**src/pkg/amsc_pkg.sv**
```systemverilog
// Constants, types and register map of the auxiliary measurement scheduler.
// Assumes one 20 MHz clock and the 8-bit special-function-register port of the core.
package amsc_pkg;

    // Register addresses on the special-function-register port
    localparam logic [7:0] ADDR_TEMP_RESULT = 8'hD7;
    localparam logic [7:0] ADDR_START_MEAS = 8'hD8;
    localparam logic [7:0] ADDR_BATT_RESULT = 8'hDF;
    localparam logic [7:0] ADDR_SUPPLY_RESULT = 8'hEF;
    localparam logic [7:0] ADDR_DELTA_CFG = 8'hF3;
    localparam logic [7:0] ADDR_PERIOD_CFG = 8'hF9;
    localparam logic [7:0] ADDR_BATT_THRESH = 8'hFA;

    // Reset values of the writable registers
    localparam logic [7:0] RST_BYTE = 8'h00;

    // Field positions
    localparam int PLL_ACK_BIT = 7;
    localparam int SUPPLY_SEL_LSB = 4;
    localparam int BATT_SEL_LSB = 2;
    localparam int TEMP_SEL_LSB = 0;
    localparam int THERM_THR_LSB = 3;
    localparam int SUPPLY_THR_LSB = 0;

    // Channel codes double as bit positions in the start-measurement register
    localparam logic [1:0] CH_BATT = 2'h0;
    localparam logic [1:0] CH_TEMP = 2'h1;
    localparam logic [1:0] CH_SUPPLY = 2'h2;

    // Background intervals in minute ticks, for selector codes 01, 10, 11
    localparam int SUPPLY_MIN_01 = 8;
    localparam int SUPPLY_MIN_10 = 2;
    localparam int BATT_MIN_01 = 16;
    localparam int BATT_MIN_10 = 4;
    localparam int TEMP_MIN_01 = 8;
    localparam int TEMP_MIN_10 = 2;
    localparam int ANY_MIN_11 = 1;

    // Change-threshold codes that interrupt on every conversion (111) and never (000)
    localparam logic [2:0] THR_EVERY = 3'h7;
    localparam logic [2:0] THR_NONE = 3'h0;

    // Converter request sequencer states
    typedef enum logic [2:0] {
        ST_IDLE = 3'b001,
        ST_REQ = 3'b010,
        ST_WAIT = 3'b100
    } amsc_state_t;

    // One register-port access from the core
    typedef struct packed {
        logic we;
        logic [7:0] addr;
        logic [7:0] wdata;
    } amsc_sfr_t;

    // One finished conversion from the converter
    typedef struct packed {
        logic done;
        logic [1:0] chan;
        logic [7:0] data;
    } amsc_result_t;

endpackage

```
**src/verilog/amsc_interval.sv**
```systemverilog
// Background interval timer for one measurement channel.
// Assumes a one-cycle minute tick synchronous to ref_clk.
`timescale 1ns/1ns
`default_nettype none
module amsc_interval #(
    parameter int MIN_01 = 8,
    parameter int MIN_10 = 2,
    parameter int MIN_11 = 1
) (
    // Clock and reset
    input wire logic ref_clk,
    input wire logic rst_n,
    // Control
    input wire logic minute_tick,
    input wire logic run_en,
    input wire logic [1:0] sel,
    input wire logic restart,
    // Event
    output logic strobe
);
    logic [4:0] cnt_reg;
    logic [4:0] period;

    // Interval length for the selected code
    always_comb begin
        case (sel)
            2'h1: period = 5'(MIN_01);
            2'h2: period = 5'(MIN_10);
            2'h3: period = 5'(MIN_11);
            default: period = 5'h00;
        endcase
    end

    // Count minutes; a rewrite of the selector starts a fresh interval
    always_ff @(posedge ref_clk) begin
        if (!rst_n || restart) begin
            cnt_reg <= 5'h00;
            strobe <= 1'b0;
        end else if (run_en && sel != 2'h0 && minute_tick) begin
            if (cnt_reg + 5'h01 >= period) begin
                cnt_reg <= 5'h00;
                strobe <= 1'b1;
            end else begin
                cnt_reg <= cnt_reg + 5'h01;
                strobe <= 1'b0;
            end
        end else begin
            strobe <= 1'b0;
        end
    end
endmodule // amsc_interval
`default_nettype wire

```
**src/verilog/amsc_delta.sv**
```systemverilog
// Change detector: does a new reading differ from the reference by more than a code?
// Purely combinational; the caller registers what it needs.
`timescale 1ns/1ns
`default_nettype none
module amsc_delta (
    // Values
    input wire logic [7:0] new_val,
    input wire logic [7:0] ref_val,
    input wire logic [2:0] code,
    // Verdict
    output logic hit
);
    logic [7:0] diff;

    // Absolute difference against threshold; 000 never, 111 always
    always_comb begin
        diff = (new_val >= ref_val) ? new_val - ref_val : ref_val - new_val;
        if (code == amsc_pkg::THR_NONE) begin
            hit = 1'b0;
        end else if (code == amsc_pkg::THR_EVERY) begin
            hit = 1'b1;
        end else begin
            hit = diff > {5'h00, code};
        end
    end
endmodule // amsc_delta
`default_nettype wire

```
**src/verilog/amsc_scheduler.sv**
```systemverilog
// Auxiliary measurement scheduler: registers, request sequencer and result handling.
// Assumes the core port, converter handshake and minute tick are synchronous to ref_clk.
//
// Functional notes
// - Supply interval codes: off, 8, 2, 1 minutes
// - Battery interval codes: off, 16, 4, 1 minutes
// - Temperature interval codes: off, 8, 2, 1 minutes
// - Background strobes only while calendar clock enabled
// - Temperature change threshold; 111 means every conversion
// - Supply change threshold; 111 means every conversion
// - Writing bit 7 clears PLL fault
// - Lock-loss reset sets PLL fault until acknowledged
// - Bit 2 requests supply conversion, self-clears
// - Bit 1 requests temperature conversion, self-clears
// - Bit 0 requests battery conversion, self-clears
// - Battery below threshold raises interrupt
// - Measurements may keep running in low-power states
// - Result registers load only on interrupt
// - Interrupt when change exceeds delta from reference
// - Low battery sets power monitor flag
`timescale 1ns/1ns
`default_nettype none
module amsc_scheduler (
    // Clock and reset
    input wire logic ref_clk,
    input wire logic rst_n,
    // Core register port
    input wire amsc_pkg::amsc_sfr_t sfr,
    output logic [7:0] sfr_rdata,
    // Calendar clock side
    input wire logic clock_calendar_enable,
    input wire logic minute_tick,
    // Power state and low-power keep-alive per channel (bit = channel code)
    input wire logic battery_power_state,
    input wire logic sleep_power_state,
    input wire logic [2:0] lowpower_keep,
    // Reset cause and flag clearing
    input wire logic lock_loss_cause,
    input wire logic low_battery_clear,
    // Converter handshake
    output logic conv_req,
    output logic [1:0] conv_chan,
    input wire logic conv_ack,
    input wire amsc_pkg::amsc_result_t conv_res,
    // Events and flags
    output logic adc_irq,
    output logic low_battery_flag,
    output logic lock_loss_fault
);
    amsc_pkg::amsc_state_t state_reg;
    logic [7:0] temperature_result, battery_result, supply_input_result;
    logic [7:0] change_delta_config, background_period_config, battery_low_threshold;
    logic [2:0] go_reg;
    logic [2:0] bg_pend_reg;
    logic [7:0] temp_last_reg, supply_last_reg;
    logic cur_single_reg;
    logic [2:0] strobe;
    logic period_wr, go_wr, full_power;
    logic temp_hit, supply_hit;
    logic [1:0] pick_chan;
    logic pick_single, pick_any;
    logic res_temp, res_batt, res_supply, batt_low;
    logic irq_temp, irq_batt, irq_supply;

    assign go_wr = sfr.we && sfr.addr == amsc_pkg::ADDR_START_MEAS;
    assign period_wr = sfr.we && sfr.addr == amsc_pkg::ADDR_PERIOD_CFG;
    assign full_power = !battery_power_state && !sleep_power_state;

    // One interval timer per channel, indexed by channel code
    amsc_interval #(.MIN_01(amsc_pkg::BATT_MIN_01), .MIN_10(amsc_pkg::BATT_MIN_10),
        .MIN_11(amsc_pkg::ANY_MIN_11)) u_batt_int (
        .ref_clk(ref_clk), .rst_n(rst_n), .minute_tick(minute_tick), .run_en(clock_calendar_enable),
        .sel(background_period_config[amsc_pkg::BATT_SEL_LSB +: 2]), .restart(period_wr),
        .strobe(strobe[0]));
    amsc_interval #(.MIN_01(amsc_pkg::TEMP_MIN_01), .MIN_10(amsc_pkg::TEMP_MIN_10),
        .MIN_11(amsc_pkg::ANY_MIN_11)) u_temp_int (
        .ref_clk(ref_clk), .rst_n(rst_n), .minute_tick(minute_tick), .run_en(clock_calendar_enable),
        .sel(background_period_config[amsc_pkg::TEMP_SEL_LSB +: 2]), .restart(period_wr),
        .strobe(strobe[1]));
    amsc_interval #(.MIN_01(amsc_pkg::SUPPLY_MIN_01), .MIN_10(amsc_pkg::SUPPLY_MIN_10),
        .MIN_11(amsc_pkg::ANY_MIN_11)) u_supply_int (
        .ref_clk(ref_clk), .rst_n(rst_n), .minute_tick(minute_tick), .run_en(clock_calendar_enable),
        .sel(background_period_config[amsc_pkg::SUPPLY_SEL_LSB +: 2]), .restart(period_wr),
        .strobe(strobe[2]));

    // Change detectors against the last interrupting value
    amsc_delta u_temp_delta (
        .new_val(conv_res.data), .ref_val(temp_last_reg),
        .code(change_delta_config[amsc_pkg::THERM_THR_LSB +: 3]), .hit(temp_hit));
    amsc_delta u_supply_delta (
        .new_val(conv_res.data), .ref_val(supply_last_reg),
        .code(change_delta_config[amsc_pkg::SUPPLY_THR_LSB +: 3]), .hit(supply_hit));

    // Configuration registers; bits 7:6 of the period register are stored as written,
    // so software must keep them clear
    always_ff @(posedge ref_clk) begin
        if (!rst_n) begin
            change_delta_config <= amsc_pkg::RST_BYTE;
            background_period_config <= amsc_pkg::RST_BYTE;
            battery_low_threshold <= amsc_pkg::RST_BYTE;
        end else if (sfr.we) begin
            if (sfr.addr == amsc_pkg::ADDR_DELTA_CFG) begin
                change_delta_config <= sfr.wdata;
            end else if (sfr.addr == amsc_pkg::ADDR_PERIOD_CFG) begin
                background_period_config <= sfr.wdata;
            end else if (sfr.addr == amsc_pkg::ADDR_BATT_THRESH) begin
                battery_low_threshold <= sfr.wdata;
            end
        end
    end

    // Priority pick: single requests before background, supply, temperature, battery
    always_comb begin
        pick_single = |go_reg;
        pick_any = pick_single || |bg_pend_reg;
        if (pick_single ? go_reg[2] : bg_pend_reg[2]) begin
            pick_chan = amsc_pkg::CH_SUPPLY;
        end else if (pick_single ? go_reg[1] : bg_pend_reg[1]) begin
            pick_chan = amsc_pkg::CH_TEMP;
        end else begin
            pick_chan = amsc_pkg::CH_BATT;
        end
    end

    // Request sequencer: one conversion in flight at a time
    always_ff @(posedge ref_clk) begin
        if (!rst_n) begin
            state_reg <= amsc_pkg::ST_IDLE;
            conv_req <= 1'b0;
            conv_chan <= amsc_pkg::CH_BATT;
            cur_single_reg <= 1'b0;
        end else begin
            case (state_reg)
                amsc_pkg::ST_IDLE: begin
                    if (pick_any) begin
                        state_reg <= amsc_pkg::ST_REQ;
                        conv_req <= 1'b1;
                        conv_chan <= pick_chan;
                        cur_single_reg <= pick_single;
                    end
                end
                amsc_pkg::ST_REQ: begin
                    if (conv_ack) begin
                        state_reg <= amsc_pkg::ST_WAIT;
                        conv_req <= 1'b0;
                    end
                end
                amsc_pkg::ST_WAIT: begin
                    if (conv_res.done) begin
                        state_reg <= amsc_pkg::ST_IDLE;
                    end
                end
                default: begin
                    state_reg <= amsc_pkg::ST_IDLE;
                    conv_req <= 1'b0;
                end
            endcase
        end
    end

    // Start bits: cleared on acceptance, a write in the same cycle wins
    always_ff @(posedge ref_clk) begin
        if (!rst_n) begin
            go_reg <= 3'h0;
        end else begin
            for (int i = 0; i < 3; i++) begin
                if (go_wr && sfr.wdata[i]) begin
                    go_reg[i] <= 1'b1;
                end else if (state_reg == amsc_pkg::ST_REQ && conv_ack && cur_single_reg
                             && conv_chan == 2'(i)) begin
                    go_reg[i] <= 1'b0;
                end
            end
        end
    end

    // Background pending bits; in low-power states only channels kept alive run
    always_ff @(posedge ref_clk) begin
        if (!rst_n) begin
            bg_pend_reg <= 3'h0;
        end else begin
            for (int i = 0; i < 3; i++) begin
                if (strobe[i] && (full_power || lowpower_keep[i])) begin
                    bg_pend_reg[i] <= 1'b1;
                end else if (state_reg == amsc_pkg::ST_REQ && conv_ack && !cur_single_reg
                             && conv_chan == 2'(i)) begin
                    bg_pend_reg[i] <= 1'b0;
                end
            end
        end
    end

    // Interrupt decisions for a finished conversion
    always_comb begin
        res_temp = conv_res.done && state_reg == amsc_pkg::ST_WAIT && conv_res.chan == amsc_pkg::CH_TEMP;
        res_batt = conv_res.done && state_reg == amsc_pkg::ST_WAIT && conv_res.chan == amsc_pkg::CH_BATT;
        res_supply = conv_res.done && state_reg == amsc_pkg::ST_WAIT
                     && conv_res.chan == amsc_pkg::CH_SUPPLY;
        batt_low = conv_res.data < battery_low_threshold;
        irq_temp = res_temp && (cur_single_reg || temp_hit);
        irq_supply = res_supply && (cur_single_reg || supply_hit);
        irq_batt = res_batt && (cur_single_reg || batt_low);
    end

    // Result registers take a converter value only with an interrupt; hardware beats software
    always_ff @(posedge ref_clk) begin
        if (!rst_n) begin
            temperature_result <= amsc_pkg::RST_BYTE;
            battery_result <= amsc_pkg::RST_BYTE;
            supply_input_result <= amsc_pkg::RST_BYTE;
            temp_last_reg <= amsc_pkg::RST_BYTE;
            supply_last_reg <= amsc_pkg::RST_BYTE;
        end else begin
            if (irq_temp) begin
                temperature_result <= conv_res.data;
                temp_last_reg <= conv_res.data;
            end else if (sfr.we && sfr.addr == amsc_pkg::ADDR_TEMP_RESULT) begin
                temperature_result <= sfr.wdata;
            end
            if (irq_batt) begin
                battery_result <= conv_res.data;
            end else if (sfr.we && sfr.addr == amsc_pkg::ADDR_BATT_RESULT) begin
                battery_result <= sfr.wdata;
            end
            if (irq_supply) begin
                supply_input_result <= conv_res.data;
                supply_last_reg <= conv_res.data;
            end else if (sfr.we && sfr.addr == amsc_pkg::ADDR_SUPPLY_RESULT) begin
                supply_input_result <= sfr.wdata;
            end
        end
    end

    // Converter interrupt: one-cycle pulse after the result lands
    always_ff @(posedge ref_clk) begin
        if (!rst_n) begin
            adc_irq <= 1'b0;
        end else begin
            adc_irq <= irq_temp || irq_batt || irq_supply;
        end
    end

    // Low battery flag: sticky, a new low reading wins over the clear
    always_ff @(posedge ref_clk) begin
        if (!rst_n) begin
            low_battery_flag <= 1'b0;
        end else if (res_batt && batt_low) begin
            low_battery_flag <= 1'b1;
        end else if (low_battery_clear) begin
            low_battery_flag <= 1'b0;
        end
    end

    // PLL fault: cause is sampled as a level after reset release
    always_ff @(posedge ref_clk) begin
        if (!rst_n) begin
            lock_loss_fault <= 1'b0;
        end else if (lock_loss_cause) begin
            lock_loss_fault <= 1'b1;
        end else if (go_wr && sfr.wdata[amsc_pkg::PLL_ACK_BIT]) begin
            lock_loss_fault <= 1'b0;
        end
    end

    // Registered read data; unmapped addresses read zero, acknowledge bit reads zero
    always_ff @(posedge ref_clk) begin
        if (!rst_n) begin
            sfr_rdata <= 8'h00;
        end else if (sfr.addr == amsc_pkg::ADDR_TEMP_RESULT) begin
            sfr_rdata <= temperature_result;
        end else if (sfr.addr == amsc_pkg::ADDR_START_MEAS) begin
            sfr_rdata <= {5'h00, go_reg};
        end else if (sfr.addr == amsc_pkg::ADDR_BATT_RESULT) begin
            sfr_rdata <= battery_result;
        end else if (sfr.addr == amsc_pkg::ADDR_SUPPLY_RESULT) begin
            sfr_rdata <= supply_input_result;
        end else if (sfr.addr == amsc_pkg::ADDR_DELTA_CFG) begin
            sfr_rdata <= change_delta_config;
        end else if (sfr.addr == amsc_pkg::ADDR_PERIOD_CFG) begin
            sfr_rdata <= background_period_config;
        end else if (sfr.addr == amsc_pkg::ADDR_BATT_THRESH) begin
            sfr_rdata <= battery_low_threshold;
        end else begin
            sfr_rdata <= 8'h00;
        end
    end
endmodule // amsc_scheduler
`default_nettype wire

```
**config.mk**
```make
export PLATFORM = sky130hd
export DESIGN_NAME = amsc_scheduler
export DESIGN_NICKNAME = d
export VERILOG_FILES = /design/src/pkg/amsc_pkg.sv /design/src/verilog/amsc_interval.sv /design/src/verilog/amsc_delta.sv /design/src/verilog/amsc_scheduler.sv
export SDC_FILE = /design/constraint.sdc
export NUM_CORES = 1
export LEC_CHECK = 0
export ABC_AREA = 1
export BUFFER_PORTS_ARGS = -buffer_cell sky130_fd_sc_hd__buf_2
export CORE_MARGIN = 10
export CORE_UTILIZATION = 50
export CTS_CLUSTER_DIAMETER = 150
export CTS_CLUSTER_SIZE = 10
export DETAILED_ROUTE_END_ITERATION = 6
export PLACE_DENSITY = 0.68
export SYNTH_ARGS = -nofsm -noshare
export SYNTH_HDL_FRONTEND = slang
export SYNTH_SLANG_ARGS = --single-unit
```
**constraint.sdc**
```tcl
create_clock -name ref_clk -period 6.5 [get_ports ref_clk]
set_input_delay 0.65 -clock ref_clk [delete_from_list [all_inputs] [get_ports ref_clk]]
set_output_delay 0.65 -clock ref_clk [all_outputs]
set_load 0.005 [all_outputs]
```
==> key figures <==
Logic synthesis
  • Flops & latches, synth: 106
  • Most numerous cell in the Yosys netlist: nand2_1
  • Syn nets: 1158
  • Post-synth cell types: 47
  • Async set-reset flop share out of synthesis: 0%
  • Yosys warns: 0
  • Syn Inst Count: 1059
  • Yosys top cell area share: 30.43%
  • Post-synth EDFFs: 0
  • Synth Area per Inst: 6.586 um2
  • Leading area contributor after synthesis: dfxtp_1
  • Synth top area cells: dfxtp_1, nand2_1, ha_1
  • Main synth FF type: dfxtp_1
  • Post-Syn Area: 6974 um2
  • Seq/Total Area, Yosys: 30.43%
  • Top cells by count, synth: nand2_1, inv_1, nor2_1

Power
  • Peak VDD IR: 0.0001322 V
  • Part of the power in registers: 46.6%
  • Leakage: 3.557 nW
  • Clock power frac: 43.0%
  • Sw frac: 25.52%
  • Internal Power: 1.040 mW
  • Net Sw Power: 0.3562 mW
  • Comb pwr share: 10.4%
  • Power Density: 182.2 nW/um2

Drt
  • First-pass DRT Iterations: 5
  • Drt wl/cell: 14.81 um
  • Post-DRT Antenna Nets: 0
  • Total Wirelength: 19060 um
  • Via count: 6627
  • Drt drc: 0
  • DR vias/cell: 5.149
  • DR iter-0 viols: 545

Cells and area
  • Final instance area: 7659 um2
  • Area growth, synth to finish: 9.813%
  • Share of cells above drive strength 1: 9.575%
  • Final nets: 1201
  • Non-filler instance count after layout: 1287
  • Antenna Cells: 0
  • FILL cells: 1415

Run
  • Max-Cap Viols: 0

Global routing
  • Vias in the first global route: 6093
  • Grt total ovfl: 0
  • Initial antenna violation count: 0
  • Largest net degree at the start of global routing: 63
  • Total GRT Usage: 19.16%
  • First-pass GRT wire length: 30650 um

Clock tree
  • Number of buffers created by CTS: 9
  • CTS max path bufs: 2
  • Post-CTS Setup Inserts: 0
  • CTS Hold Bufs: 0
  • Post_cts resized: 0
  • Clock Pin Slew Worst Setup and Hold Paths: 0.07 ns
  • Clock tree sinks: 106
  • Clk Latency, worst-skew pair: 0.35 ns
  • CTS tree: yes
  • CTS root buf: clkbuf_16
  • H-tree depth: 3

Timing
  • Tmin final: 3.528 ns
  • Final period utilization: 54.27%
  • Worst slew pin tran: 1.060 ns
  • Highest clock rate: 0.2835 GHz
  • RSZ-0062 raised after global routing: false
  • Final Hold Fails: 0
  • Fin Clk Skew: 0.009809 ns
  • Max Slew Vio Count: 0
  • Worst slew margin: 29.22%
  • Total negative slack: 0 ns
  • Setup Viol. Count Final: 0

Setup path
  • CP max FO: 18
  • Data required, critical path: 6.78 ns
  • Critical path type: in -> reg
  • Critical path's slowest cell: fa_1
  • CP Launch Type: input pin
  • Crit path arrival time: 3.80 ns
  • Crit. End Element: flip-flop
  • Buffers & Inverters on Critical Path: 4
  • FF-to-FF setup slack: 3.22 ns
  • Crit path max-delay family: simple AND/OR/NAND/NOR gates
  • Worst path max stage delay: 0.41 ns
  • Cell mode on critical path: nand2_1

Floorplanning
  • Core area: 13770 um2
  • FP Rows: 43
  • # IOs: 54
  • Die width: 138.1 um
  • Die area: 19070 um2
  • Starting density of the core: 50.64%
  • Chip height: 138.1 um

Place
  • RD Place Congestion: 0.9588
  • Placed inst area: 7332 um2
  • DP Cell Count: 1271
  • Final HPWL DP: 14700 um
  • IO Port Bufs: 53

Run status
  • Status: completed

Hold path
  • Hold/Removal Path Class: reg -> reg
metrics by stage:
| stage | hold slack, ns | utilization [%] | total power, mW | setup WS [ns] |
|---|---|---|---|---|
| 2_1_floorplan | 0.4297 | - | 0.7613 | 3.155 |
| 3_3_place_gp | 0.4497 | 53.23 | 0.8075 | 2.702 |
| 3_5_place_dp | 0.4538 | 53.23 | 0.8087 | 2.621 |
| 4_1_cts | 0.4655 | 55.61 | 1.402 | 2.985 |
| 5_1_grt | 0.4807 | 55.61 | 1.443 | 2.598 |
| 6_report | 0.4644 | 55.61 | 1.396 | 2.972 |
cell families (layout without fill, tap and decap cells):
group	Yosys count	after routing	share of synthesized area, %
AO/OA/AOI/OAI	185	185	14.71
XOR/XNOR	9	9	1.130
adder cells (fa/ha/maj)	59	59	11.02
buffers and inverters	186	234	10.78
flip-flops	106	106	30.43
multiplexers	1	1	0.1615
AND/OR/NAND/NOR	513	513	31.77
final timing paths:
| path | end | cells after the start | from |
|---|---|---|---|
| setup reg to reg | supply_input_result[0] | 24 | supply_last_reg[0] |
| setup / recovery | supply_input_result[0] | 26 | conv_res[0] |
| hold / removal | conv_req | 2 | conv_req |
| hold reg to reg | conv_req | 2 | conv_req |
power groups by stage:
stage	registers, mW	logic, mW	clock network (mW)
finish	0.651	0.145	0.600
global route	0.651	0.163	0.629
CTS	0.651	0.144	0.607
detailed placement	0.666	0.143	0
global placement	0.666	0.142	0
floorplan	0.666	0.0955	0
layout by cell type, fill, tap and decap left out, types with 3 or more instances in the layout:
| master | count |
|---|---|
| dfxtp_1 | 106 |
| nand2_4 | 4 |
| xor2_1 | 3 |
| a21o_1 | 4 |
| xnor2_1 | 6 |
| ha_1 | 55 |
| nor2_1 | 113 |
| nand2_2 | 12 |
| nand3_1 | 65 |
| a31oi_1 | 4 |
| clkbuf_16 | 9 |
| o21ai_0 | 49 |
| o22ai_1 | 11 |
| a21oi_1 | 97 |
| nand2_1 | 281 |
| o21a_1 | 4 |
| o31ai_1 | 3 |
| o211ai_1 | 3 |
| nand4_1 | 9 |
| nor2_2 | 5 |
| inv_1 | 160 |
| fa_1 | 4 |
| inv_2 | 4 |
| buf_2 | 53 |
| nor3_1 | 12 |
metal layers:
metal	vias up	part of all wire [%]	routed length (um)	global-route usage, %
li1	3477	-	-	-
met4	0	2.2	424	5.827
met1	2953	46	8736	25.07
met5	-	0	0	0
met2	165	46	8849	31.20
met3	32	5.5	1048	3.493
worst min-delay path, stage by stage (launching register included):
cell,delay [ns]
dfxtp_1,0.31
nand2_1,0.06
a21oi_1,0.05
layout make-up:
type                    count  area, um2  share of cell area [%]
well taps                 180      225.2                   2.941
repair buffers             53      265.3                   3.463
inverters                 165      619.3                   8.087
flip-flops and latches    106       2122                   27.71
multi-input cells         767       4100                   53.54
clock buffers               9      225.2                   2.941
clock inverters             7      101.3                   1.323
Power figures use the tool's default switching activity.
